### src/pkg/qrbt_pkg.sv
// Constants, register map and shared helpers of the quad registered bus transceiver.
// Assumes one core clock; the APB slave lives in the top module.
//
// Operation
// - Select low routes the first data word to the driver register input.
// - Select high routes the second data word to the driver register input.
// - Driver register loads only from the driver register clock input.
// - Driver register captures on the rising transition of that clock.
// - Drive enable high releases the bus; low drives it from the register.
// - Receiver output is the complement of the bus line it sees.
// - Drivers place the complement of the register bit on the bus.
// - Latch enable low makes the receiver latches transparent to the inverted bus.
// - Latch enable high holds the latches regardless of all other inputs.
// - Receiver output enable high floats the outputs; low shows latch contents.
// - Driver enabled: parity is odd parity of the selected input word.
// - Driver disabled, latches open: parity follows the received bus data.
// - Drive enable picks the parity mode: low generates, high checks.
// - Check mode parity comes from the latch outputs, stable while closed.
package qrbt_pkg;

    // ========================================================================
    // Widths
    localparam int QRBT_NBITS = 4;
    localparam int QRBT_AW    = 8;
    localparam int QRBT_DW    = 32;
    localparam int QRBT_CW    = 16;

    // ========================================================================
    // Register byte offsets
    localparam logic [7:0] QRBT_CTRL_OFS   = 8'h00;
    localparam logic [7:0] QRBT_WORDS_OFS  = 8'h04;
    localparam logic [7:0] QRBT_STATUS_OFS = 8'h08;
    localparam logic [7:0] QRBT_LOADS_OFS  = 8'h0c;
    localparam logic [7:0] QRBT_FLAGS_OFS  = 8'h10;

    // ========================================================================
    // Field positions
    localparam int QRBT_CTRL_SEL_BIT  = 0;
    localparam int QRBT_CTRL_BEN_BIT  = 1;
    localparam int QRBT_CTRL_RLEN_BIT = 2;
    localparam int QRBT_CTRL_OEN_BIT  = 3;
    localparam int QRBT_WORDS_A_LSB   = 0;
    localparam int QRBT_WORDS_B_LSB   = 4;
    localparam int QRBT_ST_DRV_LSB    = 0;
    localparam int QRBT_ST_LAT_LSB    = 4;
    localparam int QRBT_ST_BUS_LSB    = 8;
    localparam int QRBT_ST_PAR_BIT    = 12;
    localparam int QRBT_ST_MODE_BIT   = 13;
    localparam int QRBT_FL_EVEN_BIT   = 0;

    // ========================================================================
    // Reset values: bus released, latches closed, outputs floating
    localparam logic [3:0] QRBT_CTRL_RST  = 4'he;
    localparam logic [7:0] QRBT_WORDS_RST = 8'h00;

    // Odd parity bit: high when the word holds an even number of ones
    function automatic logic qrbt_odd_par(input logic [QRBT_NBITS-1:0] w);
        qrbt_odd_par = ~(^w);
    endfunction

endpackage

### src/logic/qrbt_drv_reg.sv
// Input multiplexer and four-bit driver register of the transceiver.
// Assumes the load strobe is a one-cycle pulse in the core clock domain.
`timescale 1ns/10ps
module qrbt_drv_reg
    import qrbt_pkg::*;
(
    input  wire logic                  core_clk_i,
    input  wire logic                  select_i,
    input  wire logic [QRBT_NBITS-1:0] a_word_i,
    input  wire logic [QRBT_NBITS-1:0] b_word_i,
    input  wire logic                  load_i,
    output logic      [QRBT_NBITS-1:0] mux_o,
    output logic      [QRBT_NBITS-1:0] drv_q_o
);

    // ========================================================================
    // Word select ahead of the register
    always_comb begin
        mux_o = select_i ? b_word_i : a_word_i;
    end

    // ========================================================================
    // Driver register, deliberately without reset
    always_ff @(posedge core_clk_i) begin
        if (load_i) begin
            drv_q_o <= mux_o;
        end
    end

endmodule

### src/logic/qrbt_rcv_latch.sv
// Four receiver latches with inverting inputs.
// Assumes the bus levels are already synchronous to the core clock.
`timescale 1ns/10ps
module qrbt_rcv_latch
    import qrbt_pkg::*;
(
    input  wire logic                  core_clk_i,
    input  wire logic                  latch_enable_n_i,
    input  wire logic [QRBT_NBITS-1:0] bus_n_i,
    output logic      [QRBT_NBITS-1:0] lat_q_o
);

    // ========================================================================
    // Open latch samples every cycle; a closed one keeps its word.
    // A true latch would be glitch prone here, so it follows one clock late.
    always_ff @(posedge core_clk_i) begin
        if (!latch_enable_n_i) begin
            lat_q_o <= ~bus_n_i;
        end
    end

endmodule

### src/logic/qrbt_top.sv
// Top of the quad registered bus transceiver with its APB register slave.
// Assumes all pins are synchronous to core_clk_i and that the system
// arbitrates the shared bus between transceivers.
//
// Design decisions made here: the APB slave port and the register addresses.
`timescale 1ns/10ps
module qrbt_top
    import qrbt_pkg::*;
(
    input  wire logic                  core_clk_i,
    input  wire logic                  resetn_i,
    // APB slave
    input  wire logic                  psel,
    input  wire logic                  penable,
    input  wire logic                  pwrite,
    input  wire logic [QRBT_AW-1:0]    paddr,
    input  wire logic [QRBT_DW-1:0]    pwdata,
    output logic      [QRBT_DW-1:0]    prdata,
    output logic                       pready,
    output logic                       pslverr,
    // Driver register clock pin
    input  wire logic                  driver_reg_clock_i,
    // Shared bus, active low lines
    input  wire logic [QRBT_NBITS-1:0] bus_n_i,
    output logic      [QRBT_NBITS-1:0] bus_n_o,
    output logic      [QRBT_NBITS-1:0] bus_n_oe_o,
    // Receiver outputs, three-state
    output logic      [QRBT_NBITS-1:0] rcv_o,
    output logic      [QRBT_NBITS-1:0] rcv_oe_o,
    // Odd parity output
    output logic                       parity_o
);

    // ========================================================================
    // Declarations
    logic                  select;
    logic                  bus_drive_enable_n;
    logic                  receive_latch_enable_n;
    logic                  rcv_output_enable_n;
    logic [QRBT_NBITS-1:0] a_word;
    logic [QRBT_NBITS-1:0] b_word;
    logic                  drv_clk_prev;
    logic                  drv_load;
    logic [QRBT_NBITS-1:0] mux_word;
    logic [QRBT_NBITS-1:0] drv_q;
    logic [QRBT_NBITS-1:0] lat_q;
    logic                  gen_parity;
    logic                  chk_parity;
    logic [QRBT_CW-1:0]    load_count;
    logic                  even_seen;
    logic                  even_event;
    logic                  setup_phase;
    logic                  access_phase;
    logic                  wr_access;
    logic                  addr_ok;
    logic [QRBT_DW-1:0]    next_rdata;
    logic                  fl_clear;

    // ========================================================================
    // APB phase decode
    // Setup is the first cycle of a transfer; access completes at once.
    assign setup_phase  = psel & ~penable;
    assign access_phase = psel & penable;
    assign wr_access    = access_phase & pwrite;

    // Zero wait states: every access finishes in its first access cycle
    assign pready = 1'b1;

    // Address decode for the error flag; the read mux decodes paddr in its own case
    function automatic logic addr_mapped(input logic [QRBT_AW-1:0] a);
        addr_mapped = (a == QRBT_CTRL_OFS)   ||
                      (a == QRBT_WORDS_OFS)  ||
                      (a == QRBT_STATUS_OFS) ||
                      (a == QRBT_LOADS_OFS)  ||
                      (a == QRBT_FLAGS_OFS);
    endfunction

    assign addr_ok = addr_mapped(paddr);

    // ========================================================================
    // Control register: mode pins of the transceiver under software control
    always_ff @(posedge core_clk_i or negedge resetn_i) begin
        if (!resetn_i) begin
            select                 <= QRBT_CTRL_RST[QRBT_CTRL_SEL_BIT];
            bus_drive_enable_n     <= QRBT_CTRL_RST[QRBT_CTRL_BEN_BIT];
            receive_latch_enable_n <= QRBT_CTRL_RST[QRBT_CTRL_RLEN_BIT];
            rcv_output_enable_n    <= QRBT_CTRL_RST[QRBT_CTRL_OEN_BIT];
        end else if (wr_access && paddr == QRBT_CTRL_OFS) begin
            select                 <= pwdata[QRBT_CTRL_SEL_BIT];
            bus_drive_enable_n     <= pwdata[QRBT_CTRL_BEN_BIT];
            receive_latch_enable_n <= pwdata[QRBT_CTRL_RLEN_BIT];
            rcv_output_enable_n    <= pwdata[QRBT_CTRL_OEN_BIT];
        end
    end

    // ========================================================================
    // Input words presented to the multiplexer
    always_ff @(posedge core_clk_i or negedge resetn_i) begin
        if (!resetn_i) begin
            a_word <= QRBT_WORDS_RST[QRBT_WORDS_A_LSB +: QRBT_NBITS];
            b_word <= QRBT_WORDS_RST[QRBT_WORDS_B_LSB +: QRBT_NBITS];
        end else if (wr_access && paddr == QRBT_WORDS_OFS) begin
            a_word <= pwdata[QRBT_WORDS_A_LSB +: QRBT_NBITS];
            b_word <= pwdata[QRBT_WORDS_B_LSB +: QRBT_NBITS];
        end
    end

    // ========================================================================
    // Driver register clock edge detect
    // Held high in reset so a pin already high at release is no edge.
    always_ff @(posedge core_clk_i or negedge resetn_i) begin
        if (!resetn_i) begin
            drv_clk_prev <= 1'b1;
        end else begin
            drv_clk_prev <= driver_reg_clock_i;
        end
    end

    // Only the rising transition of the pin loads the register
    assign drv_load = driver_reg_clock_i & ~drv_clk_prev;

    // ========================================================================
    // Multiplexer and driver register
    qrbt_drv_reg u_drv_reg (
        .core_clk_i (core_clk_i),
        .select_i   (select),
        .a_word_i   (a_word),
        .b_word_i   (b_word),
        .load_i     (drv_load),
        .mux_o      (mux_word),
        .drv_q_o    (drv_q)
    );

    // ========================================================================
    // Bus drivers: inverted register bits, released when disabled.
    // Contention with other transceivers is not detected here; the
    // system must keep at most one of them enabled.
    assign bus_n_o    = ~drv_q;
    assign bus_n_oe_o = {QRBT_NBITS{~bus_drive_enable_n}};

    // ========================================================================
    // Receiver latches fed from the bus pins as seen at the device
    qrbt_rcv_latch u_rcv_latch (
        .core_clk_i       (core_clk_i),
        .latch_enable_n_i (receive_latch_enable_n),
        .bus_n_i          (bus_n_i),
        .lat_q_o          (lat_q)
    );

    // ========================================================================
    // Receiver outputs: latch contents, floated by the output enable
    assign rcv_o    = lat_q;
    assign rcv_oe_o = {QRBT_NBITS{~rcv_output_enable_n}};

    // ========================================================================
    // Parity generator and checker
    // Generate looks at the word ahead of the register, so it leads the
    // bus by one driver clock; check looks at the latches, not the bus.
    assign gen_parity = qrbt_odd_par(mux_word);
    assign chk_parity = qrbt_odd_par(lat_q);
    assign parity_o   = bus_drive_enable_n ? chk_parity
                                           : gen_parity;

    // ========================================================================
    // Load counter: driver register captures since reset, wraps around
    always_ff @(posedge core_clk_i or negedge resetn_i) begin
        if (!resetn_i) begin
            load_count <= '0;
        end else if (drv_load) begin
            load_count <= load_count + 16'h0001;
        end
    end

    // ========================================================================
    // Sticky flag: check mode saw received data with odd bit count,
    // meaning the parity output went low. Write one to clear; an event in
    // the clearing cycle keeps the flag set.
    assign even_event = bus_drive_enable_n & ~chk_parity;
    assign fl_clear   = wr_access & (paddr == QRBT_FLAGS_OFS)
                        & pwdata[QRBT_FL_EVEN_BIT];

    always_ff @(posedge core_clk_i or negedge resetn_i) begin
        if (!resetn_i) begin
            even_seen <= 1'b0;
        end else if (even_event) begin
            even_seen <= 1'b1;
        end else if (fl_clear) begin
            even_seen <= 1'b0;
        end
    end

    // ========================================================================
    // Read data assembly, taken from the setup cycle
    always_comb begin
        next_rdata = '0;
        case (paddr)
            QRBT_CTRL_OFS: begin
                next_rdata[QRBT_CTRL_SEL_BIT]  = select;
                next_rdata[QRBT_CTRL_BEN_BIT]  = bus_drive_enable_n;
                next_rdata[QRBT_CTRL_RLEN_BIT] = receive_latch_enable_n;
                next_rdata[QRBT_CTRL_OEN_BIT]  = rcv_output_enable_n;
            end
            QRBT_WORDS_OFS: begin
                next_rdata[QRBT_WORDS_A_LSB +: QRBT_NBITS] = a_word;
                next_rdata[QRBT_WORDS_B_LSB +: QRBT_NBITS] = b_word;
            end
            QRBT_STATUS_OFS: begin
                next_rdata[QRBT_ST_DRV_LSB +: QRBT_NBITS] = drv_q;
                next_rdata[QRBT_ST_LAT_LSB +: QRBT_NBITS] = lat_q;
                next_rdata[QRBT_ST_BUS_LSB +: QRBT_NBITS] = bus_n_i;
                next_rdata[QRBT_ST_PAR_BIT]               = parity_o;
                next_rdata[QRBT_ST_MODE_BIT]              = bus_drive_enable_n;
            end
            QRBT_LOADS_OFS: begin
                next_rdata[QRBT_CW-1:0] = load_count;
            end
            QRBT_FLAGS_OFS: begin
                next_rdata[QRBT_FL_EVEN_BIT] = even_seen;
            end
            default: begin
                next_rdata = '0;
            end
        endcase
    end

    // ========================================================================
    // Read data and error registered in setup, stable through access.
    // Status is thus a snapshot one cycle old at the completing edge.
    always_ff @(posedge core_clk_i or negedge resetn_i) begin
        if (!resetn_i) begin
            prdata <= '0;
        end else if (setup_phase) begin
            prdata <= pwrite ? '0 : next_rdata;
        end
    end

    // Unmapped or misaligned addresses answer with an error
    always_ff @(posedge core_clk_i or negedge resetn_i) begin
        if (!resetn_i) begin
            pslverr <= 1'b0;
        end else if (setup_phase) begin
            pslverr <= ~addr_ok;
        end
    end

endmodule

### config.mk
export PLATFORM = sky130hd
export DESIGN_NAME = qrbt_top
export DESIGN_NICKNAME = d
export VERILOG_FILES = /design/src/pkg/qrbt_pkg.sv /design/src/logic/qrbt_drv_reg.sv /design/src/logic/qrbt_rcv_latch.sv /design/src/logic/qrbt_top.sv
export SDC_FILE = /design/constraint.sdc
export NUM_CORES = 1
export LEC_CHECK = 0
export ABC_AREA = 1
export BUFFER_PORTS_ARGS = -buffer_cell sky130_fd_sc_hd__buf_2
export CAP_MARGIN = 30
export CORE_MARGIN = 4
export CORE_UTILIZATION = 35
export DETAILED_ROUTE_END_ITERATION = 10
export SYNTH_ARGS = -nofsm -noshare
export SYNTH_HDL_FRONTEND = slang
export SYNTH_HIERARCHICAL = 1
export SYNTH_SLANG_ARGS = --single-unit
### constraint.sdc
create_clock -name core_clk_i -period 2.93 [get_ports core_clk_i]
set_clock_uncertainty 0.05 [all_clocks]
set_input_delay 0.586 -clock core_clk_i [delete_from_list [all_inputs] [get_ports core_clk_i]]
set_output_delay 0.586 -clock core_clk_i [all_outputs]
set_load 0.005 [all_outputs]
==> run metrics, run 1 <==
Post-CTS Setup Bufs=0; reg2reg path depth=13; status=finished clean; die area=10320 sq um; RSZ-0062 raised after global routing=no; setup tns final=0 ns; Inserted Clock Buffers=5; top_reg_cell synth=dfrtp_1; Worst Setup SP=select$_DFFE_PN0P_; Starting Density=36.59%; crit path launch type=flop; # IOs=101; Post-synth EDFFs=8; R2R setup slack=1.38 ns; Slew HR=62.25%; Crit Reg-Reg Startpoint=select$_DFFE_PN0P_; Iter 0 DRT Violations=109; global-route wire length before repair=12120 um; Worst-path clk slew=0.10 ns; row cnt=33; sequential share of the synthesized area=46.35%; drt wl/cell=12.96 um; final number of setup-violating endpoints=0; GR Util All Layers=14.95%; Synth Warn #=6; post-layout minimum cycle time=2.383 ns; vias=2576; achievable frequency=419.7 MHz; CTS tree=built; Core Area=8382 sq um; total wire length=7337 um; RR Endpoint=prdata[12]$_DFFE_PN0P_; I/O Buffers=59; DRC Markers=0; Final HPWL DP=5874 um; syn avg cell area=7.572 sq um; Final Hold Viols=0; max-cap violations=0; Pwr Density=448.5 nW/um^2; Final Core Density=41.23%; largest net degree at the start of global routing=26; Worst Hold Class=input port to async pin; clock sink count=55; Pre-Repair DR Iteration Count=4; synthesized instance count=405; critical path arrival=1.75 ns; number of global-route vias before repair=2480; Netlist cell types=35; Setup Crit Path Kind=flop to output pin; Placer Congestion=0.8548; leakage=0.001893 uW; Max clock buf depth=2; Post-DRT Antenna Nets=0; P&R area growth vs syn=12.69%; Clk Latency, worst-skew pair=0.31 ns; VDD IR max=162.5 uV; most frequent cells in the layout=nand2_1, buf_2, inv_1; Vias/cell=4.551; initial antenna violation count=0; diode count=0; critical path required time=2.29 ns; H-tree levels=2; chip height=101.6 um; period utilization=81.32%; mapped cell area=3067 sq um; share of layout cells above drive strength 1=19.96%; Post-synth ARST share=85.45%; cts repair resizes=0; Die Span X=101.6 um; Max Slew Vio Count=0; Worst Max-Slew Pin Slew=0.5642 ns; cts hold-fix bufs=0; commonest non-fill, non-tap cell in the layout=nand2_1; CP endpoint kind=output pin; # fillers=869; root buf cell=clkbuf_8; CP Max Fanout=7; Critical Path Sink=parity_o; Yosys reg bits=55; final net count=511; grt ovf=0
-- logic make-up after synthesis --
group,share of synthesized area (%)
AO/OA/AOI/OAI,3.876
XOR/XNOR,2.856
adder cells (fa/ha/maj),0.4079
buffers and inverters,13.01
flip-flops,46.35
other,0.2449
AND/OR/NAND/NOR,33.25
-- synth_stat cells, types with 2 or more instances --
| master | instances | area, sq um |
|---|---|---|
| o21ai_0 | 9 | 45.04 |
| xor2_1 | 7 | 61.31 |
| dfrtp_1 | 43 | 1076 |
| xnor2_1 | 3 | 26.28 |
| nor3_1 | 5 | 25.02 |
| nand4_1 | 4 | 25.02 |
| nand3b_1 | 2 | 15.01 |
| nor2_1 | 16 | 60.06 |
| inv_2 | 5 | 18.77 |
| nor2_4 | 3 | 33.78 |
| o21ai_1 | 5 | 25.02 |
| nand3_2 | 2 | 20.02 |
| inv_1 | 48 | 180.2 |
| nand2_1 | 165 | 619.3 |
| edfxtp_1 | 8 | 240.2 |
| nand2_2 | 4 | 25.02 |
| buf_4 | 25 | 187.7 |
| o31ai_1 | 2 | 15.01 |
| nand3_1 | 26 | 130.1 |
| nor2_2 | 4 | 25.02 |
| dfstp_2 | 4 | 105.1 |
| conb_1 | 2 | 7.510 |
-- final cells by class --
| type | instances | area [sq um] | area share (%) |
|---|---|---|---|
| Sequential cell | 55 | 1421 | 41.13 |
| Multi-Input combinational cell | 284 | 1303 | 37.69 |
| Timing Repair Buffer | 60 | 302.8 | 8.762 |
| Inverter | 54 | 202.7 | 5.865 |
| Tap cell | 105 | 131.4 | 3.802 |
| Clock buffer | 7 | 86.33 | 2.498 |
| Clock inverter | 1 | 8.758 | 0.2534 |
-- critical path, stage by stage, from the launching register on --
cell and delay, ns:
dfrtp_1 0.48, inv_2 0.08, nand2_1 0.06, nand2_1 0.11
inv_1 0.08, nand2_1 0.04, nand2_1 0.08, inv_1 0.04
nand2_1 0.05, nand3_1 0.11, and2_1 0.17, buf_2 0.13
-- power breakdown --
group,internal (uW),switching [uW]
registers,827,75.6
logic,73.8,127
clock network,194,252
-- metrics by stage --
step                hold slack, ns  instances  cell area [sq um]  total power [uW]  worst slack [ns]
floorplan                   0.2404        420               3123              1042             1.255
global placement            0.4092        558               3361              1107            0.8563
detailed placement          0.4147        558               3361              1119            0.8222
CTS                         0.2140        566               3456              1567            0.5416
global route                0.2322        566               3456              1631            0.3842
finish                      0.2009        566               3456              1550            0.5472
-- state kept, by name (all words and copies together), names as in the netlist --
signal	count
load_count	16
prdata	16
a_word	4
b_word	4
u_drv_reg/drv_q_o	4
u_rcv_latch/lat_q_o	4
bus_drive_enable_n	1
drv_clk_prev	1
even_seen	1
pslverr	1
rcv_output_enable_n	1
receive_latch_enable_n	1
select	1
-- worst min path at each step --
stage                                            to  slack [ns]
after floorplan               a_word[0]$_DFFE_PN0P_        0.24
after global placement        prdata[4]$_DFFE_PN0P_        0.41
after detailed placement      prdata[7]$_DFFE_PN0P_        0.41
after CTS                 load_count[9]$_DFFE_PN0P_        0.21
after global routing          a_word[2]$_DFFE_PN0P_        0.23
final                     load_count[9]$_DFFE_PN0P_        0.20
-- routing by layer --
layer / share of wire [%] / track usage (%)
met5: 0 / 0
met2: 46 / 23.79
met4: 1.6 / 4.601
met1: 47 / 20.93
met3: 5.9 / 2.410
Power figures use the tool's default switching activity.
==> run 2: changes to the inputs <==
ABC_AREA = 0   (was 1)
clock period = 2 ns   (was 2.93 ns; I/O delays follow)
==> run 2 against run 1 <==
  * The flow now finishes with violations (setup timing)
  * Hold slack got worse by 0.074 ns
  * Setup slack worse by 0.84 ns
  * Sequential power grew 44%
  * Area after synthesis fell by 11%
==> run metrics, run 2 <==
clock sink count=55 (unchanged); initial antenna violation count=0 (unchanged); Core Area=7687 sq um (-8.3%); GR Util All Layers=13.83% (-1.1 points); Final WS setup=-0.2967 ns (-0.8439 ns); Inserted Clock Buffers=5 (unchanged); Vias/cell=4.738 (+4.1%); largest delay contributor family on the critical path=multiplexers; mapped cell area=2744 sq um (-11%); crit path launch type=flop; syn avg cell area=11.68 sq um (+54%); Final HPWL DP=4753 um (-19%); final net count=357 (-30%); clock network power share=26.8% (-2.0 points); internal power=1603 uW (+46%); DRC Markers=0 (unchanged); P&R area growth vs syn=20.11%; critical path arrival=1.85 ns (+0.10 ns); Comb pwr share=13.4% (+0.5 points); diode count=0 (unchanged); top-area cell type share of the netlist area=39.22% (+4.1 points); Netlist cell types=41 (+17%); Worst-path clk slew=0.09 ns (about the same); Slew HR=60.40% (-1.8 points); H-tree levels=2 (unchanged); Pwr Density=662.5 nW/um^2 (+48%); Max clock buf depth=2 (unchanged); setup tns final=-0.2967 ns (-0.2967 ns); top_reg_cell synth=dfrtp_1; most frequent cells in the layout=buf_2, dfrtp_1, nand2_1; Pre-Repair DR Iteration Count=4 (unchanged); Post-DRT Antenna Nets=0 (unchanged); Starting Density=35.69% (-0.89 points); sequential share of the synthesized area=51.80% (+5.5 points); final number of setup-violating endpoints=1 (+1); CTS tree=built; # IOs=101 (unchanged); Final Core Density=42.87% (+1.6 points); global-route wire length before repair=9646 um (-20%); chip height=96.54 um (-5.0%); status=finished with violations; total wire length=6235 um (-15%); Yosys reg bits=55 (unchanged); Post-synth ARST share=85.45% (unchanged); commonest non-fill, non-tap cell in the layout=buf_2; VDD IR max=273.0 uV (+68%); number of global-route vias before repair=1924 (-22%); Worst Max-Slew Pin Slew=0.5940 ns (+0.02980 ns); Clk Latency, worst-skew pair=0.30 ns (about the same); CP Max Fanout=6 (-1); top cells by count, synth=dfrtp_1, buf_4, nand2_1, mux2_2, xnor2_1; Sequential Power Share=59.8% (+1.6 points); Setup Crit Path Kind=flop to output pin; row cnt=32 (-3.0%); Synth Warn #=6 (unchanged); Die Span X=96.54 um (-5.0%); Placer Congestion=0.8105 (-5.2%); top flop regs=load_count (16), prdata (16); leakage=0.001562 uW (-17%); Buffers & Inverters on Critical Path=2 (-2); vias=1938 (-25%); Final Hold Viols=0 (unchanged); Worst Hold Class=input port to async pin; Max Slew Vio Count=0 (unchanged); drt wl/cell=15.24 um (+18%); share of layout cells above drive strength 1=40.07% (+20 points); Synth area leader=dfrtp_1; period utilization=114.8%; slowest stage delay, CP=0.49 ns (about the same); I/O Buffers=59 (unchanged); top cells by area, synth=dfrtp_1, edfxtp_1, mux2_2; critical path required time=1.55 ns (-0.74 ns); root buf cell=clkbuf_8; RSZ-0062 raised after global routing=yes; failing checks=setup timing; count leader, synth=dfrtp_1; CP max stage cell=dfrtp_2; Post-synth EDFFs=8 (unchanged); Iter 0 DRT Violations=78 (-28%); die area=9320 sq um (-9.7%); Hold Slack=0.1274 ns (-0.07353 ns); achievable frequency=435.4 MHz; sw frac=26.60% (-2.7 points); crit-path cells=mux2_4 > xnor2_2 > xnor2_1 > mux2i_1 > inv_1 > buf_2; max-cap violations=0 (unchanged); cts hold-fix bufs=0 (unchanged); post-layout minimum cycle time=2.297 ns; CP endpoint kind=output pin; grt ovf=0 (unchanged); largest net degree at the start of global routing=48 (+85%); synthesized instance count=235 (-42%); Net Sw Power=580.8 uW (+28%)
-- run 2: changes by cell type after synthesis, moves of 5 or more --
cell / before / now
inv_1: 48 / 13
o21ai_1: 5 / 0
mux2_2: 0 / 21
xnor2_1: 3 / 15
nand2_1: 165 / 23
inv_2: 5 / 0
nor2_1: 16 / 4
a22oi_1: 0 / 9
nand3_1: 26 / 3
-- run 2: cell families (layout without fill, tap and decap cells) --
logic type,count (synthesis),after routing,synth area share [%]
AOI/OAI and AO/OA,30,30,7.570
xor gates and xnor gates,21,21,6.703
adders and majority gates,1,1,0.4559
buffers and inverters,43,100,9.120
DFF,55,55,51.80
muxes,26,26,12.27
other,2,17,0.2737
and+or+nand+nor,57,57,11.81
-- run 2: power groups by stage --
stage          combinational, uW  clock (uW)  sequential (uW)
6_report                     293         585             1300
5_1_grt                      333         655             1320
2_1_floorplan                206           0             1290
4_1_cts                      298         604             1300
3_5_place_dp                 291           0             1320
3_3_place_gp                 288           0             1320
-- run 2: metrics by stage --
step | cell area (sq um) | total power, uW | setup slack (ns) | std cells
6_report | 3296 | 2184 | -0.2967 | 409
3_3_place_gp | 3177 | 1606 | -0.1452 | 400
4_1_cts | 3296 | 2204 | -0.3284 | 409
2_1_floorplan | 2800 | 1500 | 0.03122 | 250
5_1_grt | 3296 | 2305 | -0.3508 | 409
3_5_place_dp | 3177 | 1615 | -0.1484 | 400
-- run 2: final timing paths --
| check | from | to | slack [ns] | depth (start not counted) |
|---|---|---|---|---|
| worst max-delay path | select$_DFFE_PN0P_ | parity_o | -0.30 | 6 |
| worst min-delay path | resetn_i | prdata[3]$_DFFE_PN0P_ | 0.13 | 2 |
| worst max register to register | load_count[0]$_DFFE_PN0P_ | load_count[12]$_DFFE_PN0P_ | 0.29 | 5 |
| worst min register to register | prdata[0]$_DFFE_PN0P_ | prdata[0]$_DFFE_PN0P_ | 0.43 | 2 |
| max in group asynchronous | resetn_i | select$_DFFE_PN0P_ | 1.35 | 2 |
| min in group core_clk_i | driver_reg_clock_i | drv_clk_prev$_DFF_PN1_ | 0.18 | 1 |
-- run 2: layout make-up --
| class | count | area, sq um |
|---|---|---|
| fill | 752 | 4392 |
| sequential | 55 | 1423 |
| multi-input combinational | 152 | 1159 |
| timing repair buffer | 79 | 457.9 |
| tap | 102 | 127.6 |
| clock buffer | 8 | 80.08 |
| inverter | 13 | 48.80 |
-- run 2: metal layers --
metal / vias up / part of all wire (%) / GRT usage [%]
met1: 950 / 45 / 18.84
met5: - / 0 / 0
li1: 922 / - / -
met4: 0 / 1.8 / 4.673
met2: 55 / 48 / 22.30
met3: 11 / 5.2 / 2.401
-- run 2: worst register-to-register path, stage by stage, from the launching register on --
cell and delay, ns:
dfrtp_1 0.46, ha_1 0.19, nand3b_1 0.17, nor4_1 0.43, nand3_1 0.16, xnor2_1 0.14
-- run 2: repair_timing --
action	CTS	global route
endpoints found under the setup margin	1	1
gates resized for setup	7	0
pin swaps	0	0
buffers inserted	1	0
